$ cat config.mk
export PLATFORM = sky130hd
export DESIGN_NAME = buck_fault_supervisor
export DESIGN_NICKNAME = d
export VERILOG_FILES = /design/src/buck_fault_supervisor_pkg.sv /design/src/buck_fault_supervisor.sv
export VERILOG_INCLUDE_DIRS = /design/src
export SDC_FILE = /design/constraint.sdc
export NUM_CORES = 1
export LEC_CHECK = 0
export CORE_MARGIN = 3
export CORE_UTILIZATION = 40
export CTS_CLUSTER_SIZE = 12
export DETAILED_ROUTE_END_ITERATION = 8
export DONT_BUFFER_PORTS = 1
export PLACE_DENSITY_LB_ADDON = 0.15
export SLEW_MARGIN = 10
export SYNTH_ARGS = -nofsm -noshare
export SYNTH_HDL_FRONTEND = slang
export SYNTH_SLANG_ARGS = --single-unit
$ cat constraint.sdc
create_clock -name clk -period 2.3 [get_ports clk]
set_input_delay 0.115 -clock clk [delete_from_list [all_inputs] [get_ports clk]]
set_output_delay 0.115 -clock clk [all_outputs]
set_load 0.02 [all_outputs]
$ cat src/buck_fault_supervisor_regs.svh
// constants for the buck fault supervisor: timing counts and strap codes
`ifndef BUCK_FAULT_SUPERVISOR_REGS_SVH
`define BUCK_FAULT_SUPERVISOR_REGS_SVH
`define CLK_MHZ 100
`define UV_DELAY_US 1000
`define UV_DELAY_CYC (`UV_DELAY_US * `CLK_MHZ)
`define PG_DELAY_US 800
`define PG_DELAY_CYC (`PG_DELAY_US * `CLK_MHZ)
`define NEG_OFF_NS 200
`define NEG_OFF_CYC ((`NEG_OFF_NS * `CLK_MHZ) / 1000)
`define SINK_CYCLES 15
`define STRAP_VCC 3'h0
`define STRAP_R243K 3'h1
`define STRAP_R121K 3'h2
`define STRAP_GND 3'h3
`define STRAP_R30K 3'h4
`define STRAP_R60K 3'h5
`endif

$ cat src/buck_fault_supervisor_pkg.sv
// types for the buck fault supervisor
package buck_fault_supervisor_pkg;
   typedef enum logic [1:0] {FREQ_600K, FREQ_800K, FREQ_1M} freq_e;
   typedef enum logic {LL_PULSE_SKIP, LL_CONTINUOUS} light_load_e;
   // comparator flags from the feedback sensor
   typedef struct packed {
      logic below_50;
      logic below_80;
      logic in_window;
      logic above_102;
      logic above_104;
      logic above_116;
   } feedback_sense_s;
   // driver controls
   typedef struct packed {
      logic high_side_en;
      logic low_side_force;
      logic pwm_en;
   } drive_s;
endpackage

$ cat src/buck_fault_supervisor.sv
// fault supervision and power good sequencing for a step-down converter
`timescale 1ns/10ps
`include "buck_fault_supervisor_regs.svh"
// overview:
// the sequencer walks idle, soft-start, run, thermal hold and undervoltage
// latch-off; each fault latch sits beside it in a process of its own
// the driver controls are built from the next values of the overvoltage
// latch and the sinking flag, so a trip takes the high side off in the
// same edge that raises its status flag
// all comparator flags are levels taken as synchronous to clk; the analog
// side is expected to filter them before they get here
// delays are counted in clk cycles; the defaults assume a 100 MHz clock
// and the undervoltage and power good delays can be shortened through the parameters for quick runs
// enable low behaves like reset for every latch, so a tripped converter
// is re-armed by pulling enable low and raising it again
// the thermal hold is not a latch: the ramp restarts by itself once the
// die has cooled
// the undervoltage latch-off is left only through enable or reset
// hazard: comparator chatter near a threshold restarts the delay counts
module buck_fault_supervisor #(
   parameter int unsigned UV_DELAY = `UV_DELAY_CYC,
   parameter int unsigned PG_DELAY = `PG_DELAY_CYC
) (
   // clock and synchronous reset
   input wire logic clk,
   input wire logic sys_rst,
   // enable pin and comparator levels, all synchronous to clk
   input wire logic enable_in,
   input wire buck_fault_supervisor_pkg::feedback_sense_s feedback_sense,
   input wire logic over_temp,
   input wire logic temp_recovered,
   input wire logic soft_start_done,
   input wire logic neg_limit_hit,
   input wire logic switch_cycle,
   input wire logic [2:0] mode_strap,
   // status flags and driver controls, each straight from a flip-flop
   output logic soft_start_run,
   output logic ref_discharge,
   output buck_fault_supervisor_pkg::drive_s drive,
   output logic neg_limit_active,
   output logic power_good_output,
   output logic undervoltage_trip,
   output logic overvoltage_trip,
   output logic output_sink_operation,
   output logic thermal_shutdown,
   // decoded strap setting
   output buck_fault_supervisor_pkg::light_load_e light_mode,
   output buck_fault_supervisor_pkg::freq_e freq_sel
);
   localparam int unsigned NEG_OFF = `NEG_OFF_CYC;
   typedef enum logic [2:0] {S_IDLE, S_SOFT, S_RUN, S_THERM, S_UV_OFF} seq_e;
   // sequencer state, counters and latches
   seq_e state_q;                // sequencer state
   logic en_q;                   // previous enable for edge
   logic [31:0] uv_cnt_q;        // undervoltage delay counter
   logic [31:0] pg_cnt_q;        // power good delay counter
   logic pg_latched_q;           // power good held low
   logic [7:0] off_cnt_q;        // low side off timer
   logic [3:0] sink_cnt_q;       // forced cycles in sinking
   logic armed;                  // soft-start complete and running
   logic clear_all;              // enable low or reset
   logic fb_fault;               // power good window broken
   // next values, shared between the latches and the driver controls
   logic ov_d;                   // next overvoltage latch
   logic sink_d;                 // next output sinking flag
   logic [3:0] sink_cnt_d;       // next forced cycle count

   // undervoltage and power good only count in the run state;
   // enable low acts like reset on every latch
   assign armed = (state_q == S_RUN);
   assign clear_all = sys_rst || !enable_in;
   assign fb_fault = feedback_sense.below_80 || feedback_sense.above_116;

   // sequencer: idle, soft-start, run, thermal hold, uv latched
   // en_q keeps the last enable level so that idle only leaves on a fresh
   // rising enable or on over_temp; the enable edge re-arms a tripped converter
   always_ff @(posedge clk) begin
      en_q <= enable_in;
      // enable low or reset wins over every other cause
      if (clear_all) begin
         state_q <= S_IDLE;
      end else if (over_temp && state_q != S_UV_OFF) begin
         // die too hot: hold off from any state but the latch-off
         state_q <= S_THERM;
      end else begin
         unique case (state_q)
            S_IDLE: begin
               // leave only on a fresh rising enable
               if (!en_q) begin
                  state_q <= S_SOFT; // fresh enable edge
               end
            end
            S_SOFT: begin
               // the finished ramp arms the supervisors
               if (soft_start_done) begin
                  state_q <= S_RUN;
               end
            end
            S_RUN: begin
               // latch off once the delay ran out with the output still low
               if (uv_cnt_q >= UV_DELAY - 1 && feedback_sense.below_80) begin
                  state_q <= S_UV_OFF;
               end
            end
            S_THERM: begin
               // cooled down: restart through a new ramp
               if (temp_recovered) begin
                  state_q <= S_SOFT;
               end
            end
            S_UV_OFF: begin
               // no way out but enable low or reset
               state_q <= S_UV_OFF; // held until enable or reset
            end
         endcase
      end
   end

   // undervoltage delay counter
   // cleared whenever the output is back above the threshold, so a short dip
   // never latches; saturates at the end so the compare stays true
   always_ff @(posedge clk) begin
      if (clear_all || !armed || !feedback_sense.below_80) begin
         uv_cnt_q <= 32'h0;
      end else if (uv_cnt_q < UV_DELAY - 1) begin
         // still low: keep counting
         uv_cnt_q <= uv_cnt_q + 32'h1;
      end
   end

   // next value of the overvoltage latch; the drivers use it too, so the
   // high side drops in the same edge that raises the trip flag
   always_comb begin
      ov_d = overvoltage_trip;
      if (clear_all) begin
         ov_d = 1'b0;
      end else if (feedback_sense.above_116 && state_q != S_IDLE) begin
         ov_d = 1'b1;
      end
   end

   // overvoltage latch: set by the comparator, held until enable or reset
   always_ff @(posedge clk) begin
      overvoltage_trip <= ov_d;
   end

   // next value of the non-latching output sinking and its cycle count;
   // sinking may start again at once if the output is still high after
   // the fifteen forced cycles, which keeps pulling it down
   always_comb begin
      sink_d = output_sink_operation;
      sink_cnt_d = sink_cnt_q;
      if (clear_all || ov_d || state_q != S_RUN) begin
         // only in regulation, and the overvoltage sink takes over
         sink_d = 1'b0;
         sink_cnt_d = 4'h0;
      end else if (!output_sink_operation) begin
         // start on the small overshoot, no fault raised
         sink_d = feedback_sense.above_104;
         sink_cnt_d = 4'h0;
      end else if (!feedback_sense.above_102) begin
         // output back near the setpoint
         sink_d = 1'b0;
      end else if (switch_cycle) begin
         // one more forced continuous cycle
         if (sink_cnt_q == 4'(`SINK_CYCLES - 1)) begin
            sink_d = 1'b0;
         end
         sink_cnt_d = sink_cnt_q + 4'h1;
      end
   end

   // output sinking flag and its cycle counter
   always_ff @(posedge clk) begin
      output_sink_operation <= sink_d;
      sink_cnt_q <= sink_cnt_d;
   end

   // low side off timer after negative current limit
   // a trip while the timer runs is ignored; the low side stays off for the
   // whole interval and the comparator is looked at again afterwards
   always_ff @(posedge clk) begin
      if (sys_rst) begin
         off_cnt_q <= 8'h0;
      end else if (neg_limit_active && neg_limit_hit && off_cnt_q == 8'h0) begin
         // limit tripped: start the fixed off interval
         off_cnt_q <= 8'(NEG_OFF);
      end else if (off_cnt_q != 8'h0) begin
         // count the interval down to zero
         off_cnt_q <= off_cnt_q - 8'h1;
      end
   end

   // driver outputs and status flags
   // the status flags follow the sequencer state one edge later; the driver
   // controls follow the next fault values so a trip and its driver action
   // show in the same cycle
   always_ff @(posedge clk) begin
      if (sys_rst) begin
         // everything off, reference held discharged
         drive <= '0;
         neg_limit_active <= 1'b0;
         undervoltage_trip <= 1'b0;
         thermal_shutdown <= 1'b0;
         soft_start_run <= 1'b0;
         ref_discharge <= 1'b1;
      end else begin
         // status flags straight from the sequencer state
         undervoltage_trip <= (state_q == S_UV_OFF);
         thermal_shutdown <= (state_q == S_THERM);
         soft_start_run <= (state_q == S_SOFT);
         ref_discharge <= (state_q == S_THERM) || (state_q == S_IDLE);
         if (ov_d) begin
            // overvoltage: high side latched off, low side sinks in bursts
            // until the output is below half the setpoint
            drive.high_side_en <= 1'b0;
            drive.pwm_en <= 1'b0;
            drive.low_side_force <= !feedback_sense.below_50 && off_cnt_q == 8'h0;
            neg_limit_active <= !feedback_sense.below_50;
         end else if (sink_d) begin
            // output sinking: low side only, limit watched all the time
            drive.high_side_en <= 1'b0;
            drive.pwm_en <= 1'b0;
            drive.low_side_force <= (off_cnt_q == 8'h0);
            neg_limit_active <= 1'b1;
         end else begin
            // normal switching during ramp and run, off otherwise
            drive.high_side_en <= (state_q == S_SOFT) || (state_q == S_RUN);
            drive.pwm_en <= (state_q == S_SOFT) || (state_q == S_RUN);
            drive.low_side_force <= 1'b0;
            neg_limit_active <= 1'b0;
         end
      end
   end

   // power good delay and latch
   // the latch is set by any window fault once armed and by an overvoltage;
   // a new soft-start clears it, and a set in the same cycle wins
   always_ff @(posedge clk) begin
      if (clear_all) begin
         // enable low or reset clears the latch
         pg_latched_q <= 1'b0;
         pg_cnt_q <= 32'h0;
         power_good_output <= 1'b0;
      end else begin
         if (overvoltage_trip || (armed && fb_fault)) begin
            // fault wins over the soft-start clear
            pg_latched_q <= 1'b1;
         end else if (state_q == S_SOFT) begin
            // a new ramp gives power good another chance
            pg_latched_q <= 1'b0;
         end
         // count only while armed, unlatched and inside the window
         if (!armed || pg_latched_q || fb_fault || !feedback_sense.in_window) begin
            pg_cnt_q <= 32'h0;
            power_good_output <= 1'b0;
         end else if (pg_cnt_q < PG_DELAY - 1) begin
            // still counting the power good delay
            pg_cnt_q <= pg_cnt_q + 32'h1;
         end else begin
            // delay ran out inside the window
            power_good_output <= 1'b1;
         end
      end
   end

   // strap decode of light-load mode and frequency
   // unused codes fall back to the first setting; the decode is redone
   // every cycle so a strap change shows one edge later
   always_ff @(posedge clk) begin
      if (sys_rst) begin
         light_mode <= buck_fault_supervisor_pkg::LL_PULSE_SKIP;
         freq_sel <= buck_fault_supervisor_pkg::FREQ_600K;
      end else begin
         case (mode_strap)
            `STRAP_R243K: begin
               light_mode <= buck_fault_supervisor_pkg::LL_PULSE_SKIP;
               freq_sel <= buck_fault_supervisor_pkg::FREQ_800K;
            end
            `STRAP_R121K: begin
               light_mode <= buck_fault_supervisor_pkg::LL_PULSE_SKIP;
               freq_sel <= buck_fault_supervisor_pkg::FREQ_1M;
            end
            `STRAP_GND: begin
               light_mode <= buck_fault_supervisor_pkg::LL_CONTINUOUS;
               freq_sel <= buck_fault_supervisor_pkg::FREQ_600K;
            end
            `STRAP_R30K: begin
               light_mode <= buck_fault_supervisor_pkg::LL_CONTINUOUS;
               freq_sel <= buck_fault_supervisor_pkg::FREQ_800K;
            end
            `STRAP_R60K: begin
               light_mode <= buck_fault_supervisor_pkg::LL_CONTINUOUS;
               freq_sel <= buck_fault_supervisor_pkg::FREQ_1M;
            end
            // unused codes: first setting
            default: begin
               light_mode <= buck_fault_supervisor_pkg::LL_PULSE_SKIP;
               freq_sel <= buck_fault_supervisor_pkg::FREQ_600K;
            end
         endcase
      end
   end
endmodule // buck_fault_supervisor

# Yosys cells after proc, flatten, opt, wreduce, memory -nomap -nowiden
# Index checks and enable logic that the tools add are counted.
# classes
n_reduce_logical	41
eq_ne	20
bitwise	1
mux	23
magnitude_cmp	3
n_addsub	4
# ops
op	n
adder 32 x 1 -> 32 bit (second input constant)	2
< comparator 32 x 17 -> 1 bit (second input constant)	2
>= comparator 32 x 17 -> 1 bit (second input constant)	1
case mux 3 bit (5 select lines)	1
== test 3 x 2 -> 1 bit (second input constant)	4
logical OR 1 bit	12
2-to-1 mux 1 bit	12
2-to-1 mux 3 bit	4
inequality test 3 bit (second input constant)	4
OR reduction 2 bit	6
2-to-1 mux 5 bit	2
== test 3 bit (second input constant)	3
logical NOT 8 bit	1
AND reduction 4 bit	2
nonzero test 8 bit	1
subtractor 8 x 1 -> 8 bit (second input constant)	1
logical AND 1 bit	7
== test 3 x 1 -> 1 bit (second input constant)	2
2-to-1 mux 2 bit	3
inequality test 2 bit (second input constant)	3
OR reduction 3 bit	2
logical NOT 1 bit	5
adder 4 x 1 -> 4 bit (second input constant)	1
== test 4 bit (second input constant)	1
other kinds (9)	10
# word_totals
word_cells	113
reg_bits	94
in_bits	17
output_inout_bits	14

# Depth between registers and ports, before layout
# depth
ltp_word	9
mapped_depth	8
ltp_nobuf	7

# Worst setup path before layout
# No wires, ideal clock.
# synth_path
path_type	reg2reg
start	register pg_cnt_q[7]
end	register pg_cnt_q[11]
period_less_slack_ns	2.067
arrival_ns	1.992
slack_ns	0.233
stages_incl_launch_ff	7
setup_time_ns	0.075
n_path_buf	1
t_required_ns	2.225
cell_sequence	dfxtp_1 > or4_4 > a211oi_4 > o21ai_2 > buf_6 > or4_1 > a21oi_1
# synth_via
elab_chain_len	1
word_cells_on_any_way	2
classes_between	add/sub: 1; order compare: 1
# synth_rtl
item	line_no	rtl
start, declared	buck_fault_supervisor.sv:56	logic [31:0] pg_cnt_q;
start signal, assigned	buck_fault_supervisor.sv:259	pg_cnt_q <= pg_cnt_q + 32'h1;
adder 32 x 1 -> 32 bit / < comparator 32 x 17 -> 1 bit (equally long branches)	buck_fault_supervisor.sv:259, buck_fault_supervisor.sv:257	
# Several ways; a longest one is shown, not always the timed one.
# A chain may end at the register's enable or synchronous reset.

# Worst setup path in the final report
# layout_path
start	register pg_cnt_q[7]
end	register pg_cnt_q[6]
# layout_via
elab_chain_len	1
# layout_rtl
item	line_no	rtl
< comparator 32 x 17 -> 1 bit	buck_fault_supervisor.sv:257	end else if (pg_cnt_q < PG_DELAY - 1) begin
# Every way passes these cells.

==> flow_summary.toml <==
[route]
dr.pass1.iters = 4
vias_per_cell = 5.169
drc = 0
detail-route-antenna-nets = 0
wl_mm = 7.738
num_vias = 3029
wl_per_cell_um = 13.20
first_iter_violations = 107

[synth]
synth-xor-area-share = 0.02868
synth_adder_area_share = 0.01576
syn-cell-area_sq_um = 3970
synth-edff-count = 0
muxShareOfSynthArea = 0.03278
synth_top_family_by_area = "simple AND/OR/NAND/NOR gates"
synthesis.nets = 462
yosys.area_share.simple = 0.3114
synthesis.instances = 440
synth_seq_cells = 94
dominantRegCellSynth = "dfxtp_1"
avgSynthCellArea_sq_um = 9.023
synth_compound_area_frac = 0.1053
yosysSeqAreaShare = 0.4740
ys_types = 52
async_flop_share = 0
synth-warning-count = 0

[timing]
rsz0062_at_grt = "no"
setup_viol = 0
hold_viol = 0
drv_slew = 0
tightest_slew_ns = 0.5521
finalHoldWorstSlack_ns = 0.008518
finalSetupTns_ns = 0
min_period_ns = 2.175
fin_crit_sh = 0.9456
maxSlewHeadroom = 0.6307
skew_ns = 0.009630
fmax_mhz = 459.8

[power_and_ir_drop]
finalPower_mw = 3.228
clockPowerShare = 0.331
power.density_nw_per_um2 = 726.4
swShare = 0.2819
p_int_mw = 2.318
p_leak_nw = 1.603
ir_drop_mv = 0.5252
switching_power_uw = 910.1
seq_power_share = 0.544
combPwrFrac = 0.125

[die]
ios = 31
die_w_um = 105.6
die_h_um = 105.6
initial_core_util = 0.4197
die_area_sq_um = 11160
rows = 35
coreArea_sq_um = 9459

[setup_path]
r2r_start = "pg_cnt_q[7]"
ff2ff_path_depth = 6
crit_path_top_delay_cell = "or4_4"
reg2reg_slack_ns = 0.13
crit_path_max_fanout = 14
r2r-end = "pg_cnt_q[6]"
cp.arrival_ns = 2.48
worstPathCellList = "or4_4 -> a211oi_4 -> o21ai_4 -> buf_4 -> or3_1 -> a21oi_1"
crit_buf_inv = 1
critPathLaunchType = "flip-flop"
slowest_delay_ns = 0.56
crit_required_ns = 2.61
critPathLaunch = "pg_cnt_q[7]"
crit_type = "reg -> reg"
end_kind = "flip-flop"
critPathTopFamily = "simple AND/OR/NAND/NOR gates"

[clock_tree]
htree_num_levels = 3
root_buffer = "clkbuf_8"
clk_latency_ns = 0.37
cts_buffers = 9
path_clk_slew_ns = 0.10
cts_setup_buffers = 0
cts_tree = "yes"
cts_max_path_buffers = 2
clock_sinks = 94

[global_route]
grt_pass1_vias = 2896
antenna_found_initial = 0
grt_pass1_wl_mm = 13.57
globalRouteTotalUtil = 0.1474
grt_max_degree = 39
grt_use_met2 = 0.2222
grt_use_met1 = 0.1996
grt_use_met3 = 0.05144
overflow = 0
grt_busiest_layer = "met2"

[layout]
drive_above_1_share = 0.07659
nets = 474
final.fill_count = 956
finish.instance_area_sq_um = 4444
final_cell_mix = "94 x dfxtp_1, 38 x and2_1, 32 x nand2_1, 29 x nor2_1, 24 x a21oi_1"
area_growth_pct = 11.94
mostFrequentLayoutCell = "dfxtp_1"
antenna_cells = 0

[min_path]
hold_depth = 3
whs_endpoint = "state_q[2]"
hp-start = "over_temp"
hold_path_class = "in -> reg"

[outcome]
status = "finished clean"

[placement]
place_congestion = 0.8357
portBuffers = 0
dpl_cell_area_sq_um = 4120
post-dp-hpwl_mm = 5.218

[run]
maxCapViolCount = 0
==> worst reg2reg max path, stage by stage, from the launching register on <==
cell,delay (ns)
dfxtp_1,0.37
or4_4,0.56
a211oi_4,0.33
o21ai_4,0.17
buf_4,0.20
or3_1,0.35
a21oi_1,0.14
==> cell type report <==
type	instances	area, sq um	share of cell area
Clock buffer	9	123.9	0.02787
Clock inverter	7	67.56	0.01520
Inverter	9	33.78	0.007601
Multi-Input combinational cell	315	1973	0.4440
Sequential cell	94	1882	0.4234
Tap cell	129	161.4	0.03632
Timing Repair Buffer	23	202.7	0.04561
==> flip-flops by register name, indices dropped and copies added, names as in the netlist <==
| register | cells |
|---|---|
| power_good_output | 1 |
| thermal_shutdown | 1 |
| pg_latched_q | 1 |
| uv_cnt_q | 32 |
| ref_discharge | 1 |
| state_q | 3 |
| undervoltage_trip | 1 |
| light_mode | 1 |
| overvoltage_trip | 1 |
| neg_limit_active | 1 |
| en_q | 1 |
| freq_sel | 2 |
| drive | 2 |
| soft_start_run | 1 |
| sink_cnt_q | 4 |
| off_cnt_q | 8 |
| output_sink_operation | 1 |
| pg_cnt_q | 32 |
==> worst max-delay path by stage <==
stage / end / slack [ns] / cells after the start
after floorplan: pg_cnt_q[11] / 0.23 / 6
after global placement: uv_cnt_q[3] / 0.15 / 5
after detailed placement: uv_cnt_q[5] / 0.07 / 5
after CTS: uv_cnt_q[5] / 0.06 / 5
after global routing: pg_cnt_q[6] / 0.009 / 6
final: pg_cnt_q[6] / 0.13 / 6
==> routing by layer <==
layer	part of all wire	wire length [um]	up-vias
li1	-	-	1581
met1	0.50	3893	1393
met2	0.43	3348	48
met3	0.050	390	7
met4	0.014	106	0
met5	0	0	-
==> metrics by stage <==
stage | std cells | setup WS (ns) | utilization
after floorplan | 440 | 0.2329 | -
after global placement | 558 | 0.1518 | 0.4356
after detailed placement | 558 | 0.07491 | 0.4356
after global routing | 586 | 0.008551 | 0.4698
final | 586 | 0.1252 | 0.4698
after CTS | 586 | 0.06292 | 0.4685
==> kinds of logic (layout without fill, tap and decap cells) <==
| group | after synthesis | after routing |
|---|---|---|
| adders and majority gates | 5 | 5 |
| AOI/OAI and AO/OA | 65 | 65 |
| buffers and inverters | 31 | 48 |
| DFF | 94 | 94 |
| muxes | 13 | 13 |
| xor gates and xnor gates | 13 | 13 |
| and+or+nand+nor | 219 | 219 |
==> Yosys cell counts (all sizes together) (11+ instances only) <==
cell / instances / share of area
nor2: 29 / 0.027
o21ai: 12 / 0.016
dfxtp: 94 / 0.47
a21oi: 24 / 0.030
nor3: 19 / 0.024
clkbuf: 19 / 0.018
nand3: 17 / 0.021
nand2b: 15 / 0.024
mux2i: 13 / 0.033
nand2: 32 / 0.030
nand4: 11 / 0.017
and2: 38 / 0.060
==> power by group through the flow <==
stage	registers [mW]	logic [mW]	clock network [mW]
finish	1.76	0.405	1.07
detailed placement	1.79	0.388	0
global route	1.77	0.464	1.17
CTS	1.76	0.410	1.11
global placement	1.79	0.381	0
floorplan	1.78	0.324	0
==> what timing repair did <==
action                     in CTS  in global routing
setup endpoints to repair       0                  7
hold buffers                   12                  0
hold endpoints to repair       23                  0
gates resized for setup         0                  2
Power figures use the tool's default switching activity.
